[src/core/pulse_detect_top_end.sv]
// Purpose: Holds no logic of the pulse detector.
// Assumes: Nothing is defined here.
// Notes: The detector is complete without this unit.

[src/core/pulse_det_pkg.sv]
// Purpose: Shared constants and types of the pulse-detection block.
// Assumes: Byte-wide register port, 100 MHz core clock.
// Notes: Every offset, field position, reset value and time lives here.

`default_nettype none

package pulse_det_pkg;

    // ******************************************************
    // Register offsets
    // ******************************************************
    localparam logic [7:0] ADDR_CTRL_ONE = 8'h18;
    localparam logic [7:0] ADDR_CTRL_TWO = 8'h19;
    localparam logic [7:0] ADDR_THRESHOLD = 8'h1b;
    localparam logic [7:0] ADDR_WIDTH = 8'h1c;
    localparam logic [7:0] ADDR_LATENCY = 8'h1d;
    localparam logic [7:0] ADDR_WINDOW = 8'h1e;

    // ******************************************************
    // Field positions and masks
    // ******************************************************
    localparam int Z_DISABLE_BIT = 5;
    localparam int Y_DISABLE_BIT = 4;
    localparam int X_DISABLE_BIT = 3;
    localparam int POLARITY_BIT = 1;
    localparam logic [7:0] CTRL_TWO_MASK = 8'h07;

    // ******************************************************
    // Reset values
    // ******************************************************
    localparam logic [7:0] RST_CTRL_ONE = 8'h00;
    localparam logic [7:0] RST_CTRL_TWO = 8'h00;
    localparam logic [7:0] RST_THRESHOLD = 8'h00;
    localparam logic [7:0] RST_WIDTH = 8'h00;
    localparam logic [7:0] RST_LATENCY = 8'h00;
    localparam logic [7:0] RST_WINDOW = 8'h00;

    // ******************************************************
    // Timing
    // ******************************************************
    localparam int CLK_PERIOD_NS = 10;
    localparam int HALF_MS_NS = 500000;
    localparam int HALF_MS_CYCLES_DEF =
        (HALF_MS_NS + CLK_PERIOD_NS - 1) / CLK_PERIOD_NS;

    localparam int NUM_AXES = 3;

    typedef enum logic [1:0] {
        SEQ_IDLE,
        SEQ_LATENCY,
        SEQ_WINDOW
    } seq_state_t;

    // Magnitude of a two's complement sample, saturated at 127.
    function automatic logic [7:0] magnitude(input logic [7:0] s);
        logic [7:0] m;
        m = s[7] ? 8'((~s) + 8'h01) : s;
        if (m[7]) begin
            m = 8'h7f;
        end
        return m;
    endfunction

endpackage

`default_nettype wire

[src/core/pulse_cfg_if.sv]
// Purpose: Carries shared timing and settings to the axis qualifiers.
// Assumes: All members belong to the core clock domain.
// Notes: The top drives every member by direct assigns; the src modport is not used.

`default_nettype none

interface pulse_cfg_if;
    logic ce;
    logic tick_half_ms;
    logic sample_valid;
    logic [7:0] threshold;
    logic [7:0] width;

    modport src (
        output ce,
        output tick_half_ms,
        output sample_valid,
        output threshold,
        output width
    );

    modport dst (
        input ce,
        input tick_half_ms,
        input sample_valid,
        input threshold,
        input width
    );
endinterface

`default_nettype wire

[src/core/pulse_detect_top.sv]
// Purpose: Pulse and freefall detection with its register port.
// Assumes: Samples, register strobes and clear come from core-clock logic.
// Notes: Settings are best changed while no event is in progress.
//
// Overview of operation
// - Control register one holds Z disable at 0x20 and Y at 0x10.
// - A disable bit at one removes its axis; zero includes it.
// - Eight-bit threshold compared with enabled axes; 0x40 means 4 g.
// - First pulse width register counts half milliseconds, up to 127.5 ms.
// - Latency register counts milliseconds: pulse gap or freefall time.
// - Second window register counts milliseconds up to 255 ms.
// - Polarity bit zero selects OR logic; host clears it by masked write.
// - Polarity one: all enabled axes below threshold past latency flags.
// - OR logic: crossing threshold and returning within width is a pulse.
// - Double pulse: first pulse, latency, then second pulse inside window.

`default_nettype none

module pulse_detect_top
    import pulse_det_pkg::*;
#(
    parameter int HALF_MS_CYCLES = HALF_MS_CYCLES_DEF
) (
    input wire logic clk_i,
    input wire logic rst_n_i,
    input wire logic ce_i,
    input wire logic [7:0] reg_addr_i,
    input wire logic [7:0] reg_wdata_i,
    input wire logic reg_wr_i,
    input wire logic reg_rd_i,
    output logic [7:0] reg_rdata_o,
    input wire logic sample_valid_i,
    input wire logic [7:0] accel_x_i,
    input wire logic [7:0] accel_y_i,
    input wire logic [7:0] accel_z_i,
    input wire logic pulse_clear_i,
    output logic pulse_int_o,
    output logic [2:0] pulse_source_o,
    output logic double_pulse_o
);

    localparam int PRE_W = $clog2(HALF_MS_CYCLES + 1);
    localparam logic [PRE_W-1:0] PRE_LAST = PRE_W'(HALF_MS_CYCLES - 1);

    // ******************************************************
    // Registers
    // ******************************************************
    logic [7:0] ctrl_one_ff;
    logic [7:0] ctrl_two_ff;
    logic [7:0] threshold_ff;
    logic [7:0] width_ff;
    logic [7:0] latency_ff;
    logic [7:0] window_ff;
    logic reg_we;

    assign reg_we = ce_i && reg_wr_i;

    always_ff @(posedge clk_i) begin
        if (!rst_n_i) begin
            ctrl_one_ff <= RST_CTRL_ONE;
        end else if (reg_we && reg_addr_i == ADDR_CTRL_ONE) begin
            ctrl_one_ff <= reg_wdata_i;
        end
    end

    always_ff @(posedge clk_i) begin
        if (!rst_n_i) begin
            ctrl_two_ff <= RST_CTRL_TWO;
        end else if (reg_we && reg_addr_i == ADDR_CTRL_TWO) begin
            ctrl_two_ff <= reg_wdata_i & CTRL_TWO_MASK;
        end
    end

    always_ff @(posedge clk_i) begin
        if (!rst_n_i) begin
            threshold_ff <= RST_THRESHOLD;
        end else if (reg_we && reg_addr_i == ADDR_THRESHOLD) begin
            threshold_ff <= reg_wdata_i;
        end
    end

    always_ff @(posedge clk_i) begin
        if (!rst_n_i) begin
            width_ff <= RST_WIDTH;
        end else if (reg_we && reg_addr_i == ADDR_WIDTH) begin
            width_ff <= reg_wdata_i;
        end
    end

    always_ff @(posedge clk_i) begin
        if (!rst_n_i) begin
            latency_ff <= RST_LATENCY;
        end else if (reg_we && reg_addr_i == ADDR_LATENCY) begin
            latency_ff <= reg_wdata_i;
        end
    end

    always_ff @(posedge clk_i) begin
        if (!rst_n_i) begin
            window_ff <= RST_WINDOW;
        end else if (reg_we && reg_addr_i == ADDR_WINDOW) begin
            window_ff <= reg_wdata_i;
        end
    end

    // Read data is registered; unmapped offsets read as zero.
    always_ff @(posedge clk_i) begin
        if (!rst_n_i) begin
            reg_rdata_o <= 8'h00;
        end else if (ce_i && reg_rd_i) begin
            if (reg_addr_i == ADDR_CTRL_ONE) begin
                reg_rdata_o <= ctrl_one_ff;
            end else if (reg_addr_i == ADDR_CTRL_TWO) begin
                reg_rdata_o <= ctrl_two_ff;
            end else if (reg_addr_i == ADDR_THRESHOLD) begin
                reg_rdata_o <= threshold_ff;
            end else if (reg_addr_i == ADDR_WIDTH) begin
                reg_rdata_o <= width_ff;
            end else if (reg_addr_i == ADDR_LATENCY) begin
                reg_rdata_o <= latency_ff;
            end else if (reg_addr_i == ADDR_WINDOW) begin
                reg_rdata_o <= window_ff;
            end else begin
                reg_rdata_o <= 8'h00;
            end
        end
    end

    // ******************************************************
    // Time base
    // ******************************************************
    logic [PRE_W-1:0] pre_cnt_ff;
    logic ms_phase_ff;
    logic tick_half_ms;
    logic tick_ms;

    assign tick_half_ms = ce_i && (pre_cnt_ff == PRE_LAST);
    assign tick_ms = tick_half_ms && ms_phase_ff;

    always_ff @(posedge clk_i) begin
        if (!rst_n_i) begin
            pre_cnt_ff <= '0;
        end else if (ce_i) begin
            pre_cnt_ff <= tick_half_ms ? '0 : pre_cnt_ff + PRE_W'(1);
        end
    end

    always_ff @(posedge clk_i) begin
        if (!rst_n_i) begin
            ms_phase_ff <= 1'b0;
        end else if (tick_half_ms) begin
            ms_phase_ff <= !ms_phase_ff;
        end
    end

    // ******************************************************
    // Axis qualification
    // ******************************************************
    pulse_cfg_if cfg ();
    logic [7:0] mag [NUM_AXES];
    logic [NUM_AXES-1:0] axis_pulse;
    logic [NUM_AXES-1:0] axis_en;
    logic [NUM_AXES-1:0] axis_below;
    logic [NUM_AXES-1:0] hit;
    logic and_mode;

    assign cfg.ce = ce_i;
    assign cfg.tick_half_ms = tick_half_ms;
    assign cfg.sample_valid = sample_valid_i;
    assign cfg.threshold = threshold_ff;
    assign cfg.width = width_ff;

    assign mag[0] = magnitude(accel_x_i);
    assign mag[1] = magnitude(accel_y_i);
    assign mag[2] = magnitude(accel_z_i);

    assign axis_en = ~{ctrl_one_ff[Z_DISABLE_BIT],
                       ctrl_one_ff[Y_DISABLE_BIT],
                       ctrl_one_ff[X_DISABLE_BIT]};
    assign and_mode = ctrl_two_ff[POLARITY_BIT];
    assign hit = axis_pulse & axis_en & {NUM_AXES{!and_mode}};

    for (genvar a = 0; a < NUM_AXES; a++) begin : g_axis
        assign axis_below[a] = (mag[a] < threshold_ff);

        pulse_qualifier u_qual (
            .clk_i(clk_i),
            .rst_n_i(rst_n_i),
            .cfg(cfg),
            .magnitude_i(mag[a]),
            .pulse_o(axis_pulse[a])
        );
    end

    // ******************************************************
    // Double pulse sequencer
    // ******************************************************
    seq_state_t state_ff;
    logic [7:0] seq_cnt_ff;
    logic [NUM_AXES-1:0] seq_set;
    logic seq_double;

    // A zero second window selects plain single-pulse reporting.
    // pulse latency window
    always_ff @(posedge clk_i) begin
        if (!rst_n_i) begin
            state_ff <= SEQ_IDLE;
            seq_cnt_ff <= 8'h00;
        end else if (ce_i) begin
            if (and_mode) begin
                state_ff <= SEQ_IDLE;
                seq_cnt_ff <= 8'h00;
            end else begin
                case (state_ff)
                    SEQ_IDLE: begin
                        seq_cnt_ff <= 8'h00;
                        if (|hit && window_ff != 8'h00) begin
                            state_ff <= SEQ_LATENCY;
                        end
                    end
                    SEQ_LATENCY: begin
                        if (seq_cnt_ff >= latency_ff) begin
                            state_ff <= SEQ_WINDOW;
                            seq_cnt_ff <= 8'h00;
                        end else if (tick_ms) begin
                            seq_cnt_ff <= seq_cnt_ff + 8'h01;
                        end
                    end
                    SEQ_WINDOW: begin
                        if (|hit || seq_cnt_ff >= window_ff) begin
                            state_ff <= SEQ_IDLE;
                            seq_cnt_ff <= 8'h00;
                        end else if (tick_ms) begin
                            seq_cnt_ff <= seq_cnt_ff + 8'h01;
                        end
                    end
                    default: begin
                        state_ff <= SEQ_IDLE;
                    end
                endcase
            end
        end
    end

    // ******************************************************
    // Freefall timer
    // ******************************************************
    logic [8:0] fall_cnt_ff;
    logic fall_done_ff;
    logic all_below;
    logic fall_fire;

    assign all_below = and_mode && (|axis_en) &&
                       (&(axis_below | ~axis_en));
    assign fall_fire = all_below && !fall_done_ff &&
                       (fall_cnt_ff > {1'b0, latency_ff});

    always_ff @(posedge clk_i) begin
        if (!rst_n_i) begin
            fall_cnt_ff <= 9'h000;
            fall_done_ff <= 1'b0;
        end else if (ce_i) begin
            if (!all_below) begin
                fall_cnt_ff <= 9'h000;
                fall_done_ff <= 1'b0;
            end else begin
                if (tick_ms && fall_cnt_ff != 9'h1ff) begin
                    fall_cnt_ff <= fall_cnt_ff + 9'h001;
                end
                if (fall_fire) begin
                    fall_done_ff <= 1'b1;
                end
            end
        end
    end

    // ******************************************************
    // Event flags
    // ******************************************************
    always_comb begin
        seq_set = '0;
        seq_double = 1'b0;
        if (!and_mode) begin
            if (state_ff == SEQ_IDLE && window_ff == 8'h00) begin
                seq_set = hit;
            end else if (state_ff == SEQ_WINDOW && |hit) begin
                seq_set = hit;
                seq_double = 1'b1;
            end
        end
        if (fall_fire) begin
            seq_set = axis_en;
        end
    end

    // A new event in the clear cycle survives the clear.
    // sticky source flags
    always_ff @(posedge clk_i) begin
        if (!rst_n_i) begin
            pulse_source_o <= 3'h0;
            double_pulse_o <= 1'b0;
        end else if (ce_i) begin
            pulse_source_o <= (pulse_source_o & {3{!pulse_clear_i}}) |
                              seq_set;
            double_pulse_o <= (double_pulse_o && !pulse_clear_i) ||
                              seq_double;
        end
    end

    assign pulse_int_o = |pulse_source_o;

endmodule

`default_nettype wire

[src/core/pulse_qualifier.sv]
// Purpose: Qualifies one axis excursion at or above threshold as a pulse.
// Assumes: Magnitude arrives with the shared sample strobe.
// Notes: Pulse output is a one-cycle registered strobe.

`default_nettype none

module pulse_qualifier
    import pulse_det_pkg::*;
(
    input wire logic clk_i,
    input wire logic rst_n_i,
    pulse_cfg_if.dst cfg,
    input wire logic [7:0] magnitude_i,
    output logic pulse_o
);

    logic above_ff;
    logic [7:0] width_cnt_ff;
    logic above;

    assign above = (magnitude_i >= cfg.threshold);

    // ******************************************************
    // Excursion tracking
    // ******************************************************
    always_ff @(posedge clk_i) begin
        if (!rst_n_i) begin
            above_ff <= 1'b0;
        end else if (cfg.ce && cfg.sample_valid) begin
            above_ff <= above;
        end
    end

    always_ff @(posedge clk_i) begin
        if (!rst_n_i) begin
            width_cnt_ff <= 8'h00;
        end else if (cfg.ce) begin
            if (cfg.sample_valid && above && !above_ff) begin
                width_cnt_ff <= 8'h00;
            end else if (above_ff && cfg.tick_half_ms &&
                         width_cnt_ff != 8'hff) begin
                width_cnt_ff <= width_cnt_ff + 8'h01;
            end
        end
    end

    always_ff @(posedge clk_i) begin
        if (!rst_n_i) begin
            pulse_o <= 1'b0;
        end else if (cfg.ce) begin
            pulse_o <= cfg.sample_valid && above_ff && !above &&
                       (width_cnt_ff < cfg.width);
        end
    end

endmodule

`default_nettype wire

[config.mk]
export PLATFORM = sky130hd
export DESIGN_NAME = pulse_detect_top
export DESIGN_NICKNAME = d
export VERILOG_FILES = /design/src/core/pulse_detect_top_end.sv /design/src/core/pulse_det_pkg.sv /design/src/core/pulse_cfg_if.sv /design/src/core/pulse_detect_top.sv /design/src/core/pulse_qualifier.sv
export SDC_FILE = /design/constraint.sdc
export NUM_CORES = 1
export LEC_CHECK = 0
export ABC_AREA = 0
export BUFFER_PORTS_ARGS = -buffer_cell sky130_fd_sc_hd__buf_4
export CORE_MARGIN = 2
export CORE_UTILIZATION = 55
export CTS_BUF_LIST = sky130_fd_sc_hd__clkbuf_8
export DETAILED_ROUTE_END_ITERATION = 8
export PLACE_DENSITY = 0.79
export SETUP_SLACK_MARGIN = 0.1
export SLEW_MARGIN = 20
export SYNTH_ARGS = -nofsm -noshare
export SYNTH_HDL_FRONTEND = slang
export SYNTH_SLANG_ARGS = --single-unit
[constraint.sdc]
create_clock -name clk_i -period 6.1 [get_ports clk_i]
set_clock_uncertainty 0.05 [all_clocks]
set_input_delay 0.61 -clock clk_i [delete_from_list [all_inputs] [get_ports clk_i]]
set_output_delay 0.61 -clock clk_i [all_outputs]
set_load 0.05 [all_outputs]
==> results.json <==
{
  "syn_inst": 963,
  "max_cap_violations": 0,
  "hold_violations": 0,
  "dp_cells": 1177,
  "hp-class": "primary input to register",
  "layout.nets": 1139,
  "cts_root_buffer": "clkbuf_8",
  "syn_to_final_growth_pct": 12.3,
  "place_hpwl_mm": 14.3,
  "finalCriticalPeriod_ns": 3.56,
  "worst_slew_pin_slew_ns": 0.935,
  "cp-start-kind": "primary input",
  "critical_path.slowest_cell": "nor4_1",
  "ios": 60,
  "power.total_mw": 1.78,
  "synth_seq_cells": 122,
  "gp_congestion": 0.844,
  "worst-setup-path-type": "primary input to register",
  "fin_cells": 1209,
  "top_layer_used": "met4",
  "clk_latency_ns": 0.46,
  "setup_tns_ns": 0,
  "syn_nets": 1090,
  "clock.fmax_mhz": 281,
  "status": "finished, final reports clean",
  "initial_core_util_pct": 55.8,
  "clockBufferDepth": 2,
  "drive_above_1_share_pct": 11.4,
  "placed_cell_area_sq_um": 8590,
  "rsz0062_at_grt": "false",
  "grt_pass1_vias": 6777,
  "drt_wl_total_mm": 19.3,
  "grt_pass1_wl_mm": 32.4,
  "post_cts_buffers": 0,
  "period_share_pct": 58.3,
  "r2r_setup_slack_ns": 3.46,
  "critPathMaxFanout": 7,
  "syn_area_sq_um": 8050,
  "crit_path_max_incr_delay_ns": 0.55,
  "grt_max_degree": 76,
  "drcViolationCount": 0,
  "drt-vias-per-instance": 5.88,
  "finish.utilization_pct": 62.6,
  "die-width_microns": 125,
  "wl_met2_mm": 8.97,
  "path_clk_slew_ns": 0.07,
  "finalInstanceArea_sq_um": 9040,
  "postSynthAreaPerCell_sq_um": 8.35,
  "ctsResizeCount": 0,
  "grt_overflow": 0,
  "dr.pass1.iters": 6,
  "setup_violations": 0,
  "yosys_warnings": 0,
  "die_y_microns": 125,
  "vias": 7103,
  "ir_worst_vdd_v": 0.000133,
  "cp_cell_sequence": "buf_4 > inv_1 > nand2_1 > nor4_1 > nand3_1 > o211ai_1 > ha_1 > nor2b_1 > o211ai_1 > a211oi_1 > a2111oi_2 > nand2_2 > nor3b_2 > o211a_1",
  "core_area_sq_um": 14400,
  "cpMostUsedCell": "o211ai_1",
  "wl_per_cell_microns": 15.9,
  "nFillCells": 1298,
  "worstRegToRegCells": 9,
  "synth_edf_count": 0,
  "worstPathArrival_ns": 3.90,
  "drv_slew": 0,
  "cts_hold_buf": 0,
  "synthArstFlopShare_pct": 0,
  "cts-htree-levels": 4,
  "reg2reg_from": "cfg.threshold[1]",
  "cts_tree": "done",
  "synthFlopType": "dfxtp_1",
  "drt_iter0_drc": 467,
  "reg2reg_to": "pulse_source_o[0]",
  "wl_met1_mm": 8.71,
  "io_buffers": 59,
  "wl_met3_microns": 964,
  "end_kind": "register",
  "antenna_left": 0,
  "fp-row-count": 44,
  "leakage_nw": 3.67,
  "timing.slew.headroom_pct": 37.7,
  "ys_seq_area_share_pct": 30.4,
  "p_per_area_nw_per_um2": 198,
  "min_path_cells": 3,
  "holdPathEnd": "cfg.width[5]",
  "cts_buffers": 17,
  "cts.sinks": 122,
  "grtUsageTotal_pct": 25.1,
  "synth.distinct_cells": 76,
  "worst-endpoint-required_ns": 6.45,
  "antenna_found_initial": 0,
  "dieArea_sq_um": 15600,
  "hold_path_startpoint": "reg_wdata_i[5]"
}
sequential cells by signal (all words and copies together), names as in the netlist:
register	flops
state_ff	2
ctrl_one_ff	8
g_axis.u_qual.pulse_o	3
ms_phase_ff	1
fall_cnt_ff	9
latency_ff	8
pre_cnt_ff	16
double_pulse_o	1
reg_rdata_o	8
seq_cnt_ff	8
cfg.threshold	8
window_ff	8
g_axis.u_qual.width_cnt_ff	24
g_axis.u_qual.above_ff	3
pulse_source_o	3
fall_done_ff	1
ctrl_two_ff	3
cfg.width	8
area by class of cell:
| type | instances | area (sq um) | share of cell area [%] |
|---|---|---|---|
| antenna | 1 | 2.50 | 0.0277 |
| clock buffer | 24 | 330 | 3.66 |
| clock inverter | 7 | 111 | 1.23 |
| inverter | 50 | 188 | 2.08 |
| multi-input combinational | 761 | 5280 | 58.4 |
| sequential | 122 | 2440 | 27.0 |
| tap | 184 | 230 | 2.55 |
| timing repair buffer | 60 | 450 | 4.98 |
through the flow:
step,setup WS [ns],hold WS [ns]
6_report,2.54,0.420
5_1_grt,2.32,0.412
4_1_cts,2.61,0.400
3_5_place_dp,2.14,0.416
3_3_place_gp,2.31,0.402
2_1_floorplan,2.81,0.389
cells in the mapped netlist, types with 4 or more instances:
library cell / count / area share, %
a31oi_1: 8 / 0.62
and3_1: 18 / 1.4
o21ai_1: 4 / 0.25
or3_1: 8 / 0.62
nor2_1: 72 / 3.4
a21oi_1: 32 / 2.0
xor2_1: 23 / 2.5
ha_1: 80 / 12
a221o_1: 4 / 0.50
dfxtp_1: 122 / 30
clkbuf_1: 21 / 0.98
nand4b_1: 8 / 0.87
nand3b_1: 5 / 0.47
nand4_1: 10 / 0.78
nand2_1: 115 / 5.4
o211ai_1: 7 / 0.65
a22o_1: 9 / 0.98
nor3b_1: 9 / 0.84
and2_0: 5 / 0.39
nand3_1: 32 / 2.0
a211oi_1: 12 / 1.1
mux2i_1: 35 / 4.4
xnor2_1: 19 / 2.1
buf_2: 5 / 0.31
and2_1: 9 / 0.70
inv_1: 48 / 2.2
a21boi_0: 22 / 2.1
o21bai_1: 4 / 0.37
nor2b_1: 42 / 3.3
o21a_1: 5 / 0.47
a221oi_1: 10 / 1.1
o21ai_0: 36 / 2.2
a21o_1: 19 / 1.8
nor3_1: 28 / 1.7
nand2b_1: 13 / 1.0
power by group:
| group | switching (mW) | internal, mW | total, mW |
|---|---|---|---|
| logic | 0.104 | 0.0730 | 0.177 |
| clock network | 0.325 | 0.476 | 0.801 |
| registers | 0.00515 | 0.802 | 0.807 |
worst max path at each step:
stage,slack [ns],end,cells past startpoint,startpoint
global route,2.32,pulse_source_o[0],14,accel_x_i[1]
global placement,2.31,fall_cnt_ff[7],14,accel_x_i[1]
floorplan,2.81,fall_cnt_ff[3],13,accel_x_i[1]
detailed placement,2.14,pulse_source_o[0],14,accel_x_i[1]
CTS,2.61,pulse_source_o[0],14,accel_x_i[1]
finish,2.54,pulse_source_o[0],14,accel_x_i[1]
kinds of logic (layout without fill, tap and decap cells):
kind of cell	count (synthesis)	after routing	synth area share, %
AND/OR/NAND/NOR	402	402	26.5
multiplexers	35	35	4.35
AO/OA/AOI/OAI	202	202	17.7
flip-flops	122	122	30.4
adder cells (fa/ha/maj)	80	80	12.4
other	0	1	0
XOR/XNOR	42	42	4.57
buffers and inverters	80	141	4.00
critical path, delay by kind of cell:
kind / cells / cell delay (ns)
simple gates: 6 / 1.56
fa+ha+maj: 1 / 0.28
compound gates: 5 / 1.25
buf+inv: 2 / 0.20
layout by cell type, fill, tap and decap left out, types with 4 or more instances in the layout:
cell type / synthesis / layout
a21o_1: 19 / 19
and3_1: 18 / 18
nand2_1: 115 / 115
nand3b_1: 5 / 5
a211oi_1: 12 / 12
buf_4: 0 / 60
nand3_1: 32 / 32
a21boi_0: 22 / 22
a22o_1: 9 / 9
mux2i_1: 35 / 35
nor2b_1: 42 / 42
nor2_1: 72 / 72
dfxtp_1: 122 / 122
nand4_1: 10 / 10
ha_1: 80 / 80
a31oi_1: 8 / 8
and2_0: 5 / 5
a221oi_1: 10 / 10
nor3b_1: 9 / 9
inv_1: 48 / 49
nand2b_1: 13 / 13
clkbuf_8: 0 / 24
o21ai_1: 4 / 4
o211ai_1: 7 / 7
o21bai_1: 4 / 4
nand4b_1: 8 / 8
xor2_1: 23 / 23
o21a_1: 5 / 5
o21ai_0: 36 / 36
nor3_1: 28 / 28
xnor2_1: 19 / 19
or3_1: 8 / 8
a221o_1: 4 / 4
and2_1: 9 / 9
a21oi_1: 32 / 32
routing by layer:
layer | global-route usage, % | vias to the layer above
met1 | 32.1 | 3316
met5 | 0 | -
met3 | 5.52 | 49
met4 | 10.7 | 0
li1 | - | 3557
met2 | 41.1 | 181
(Power assumes the default switching activity.)
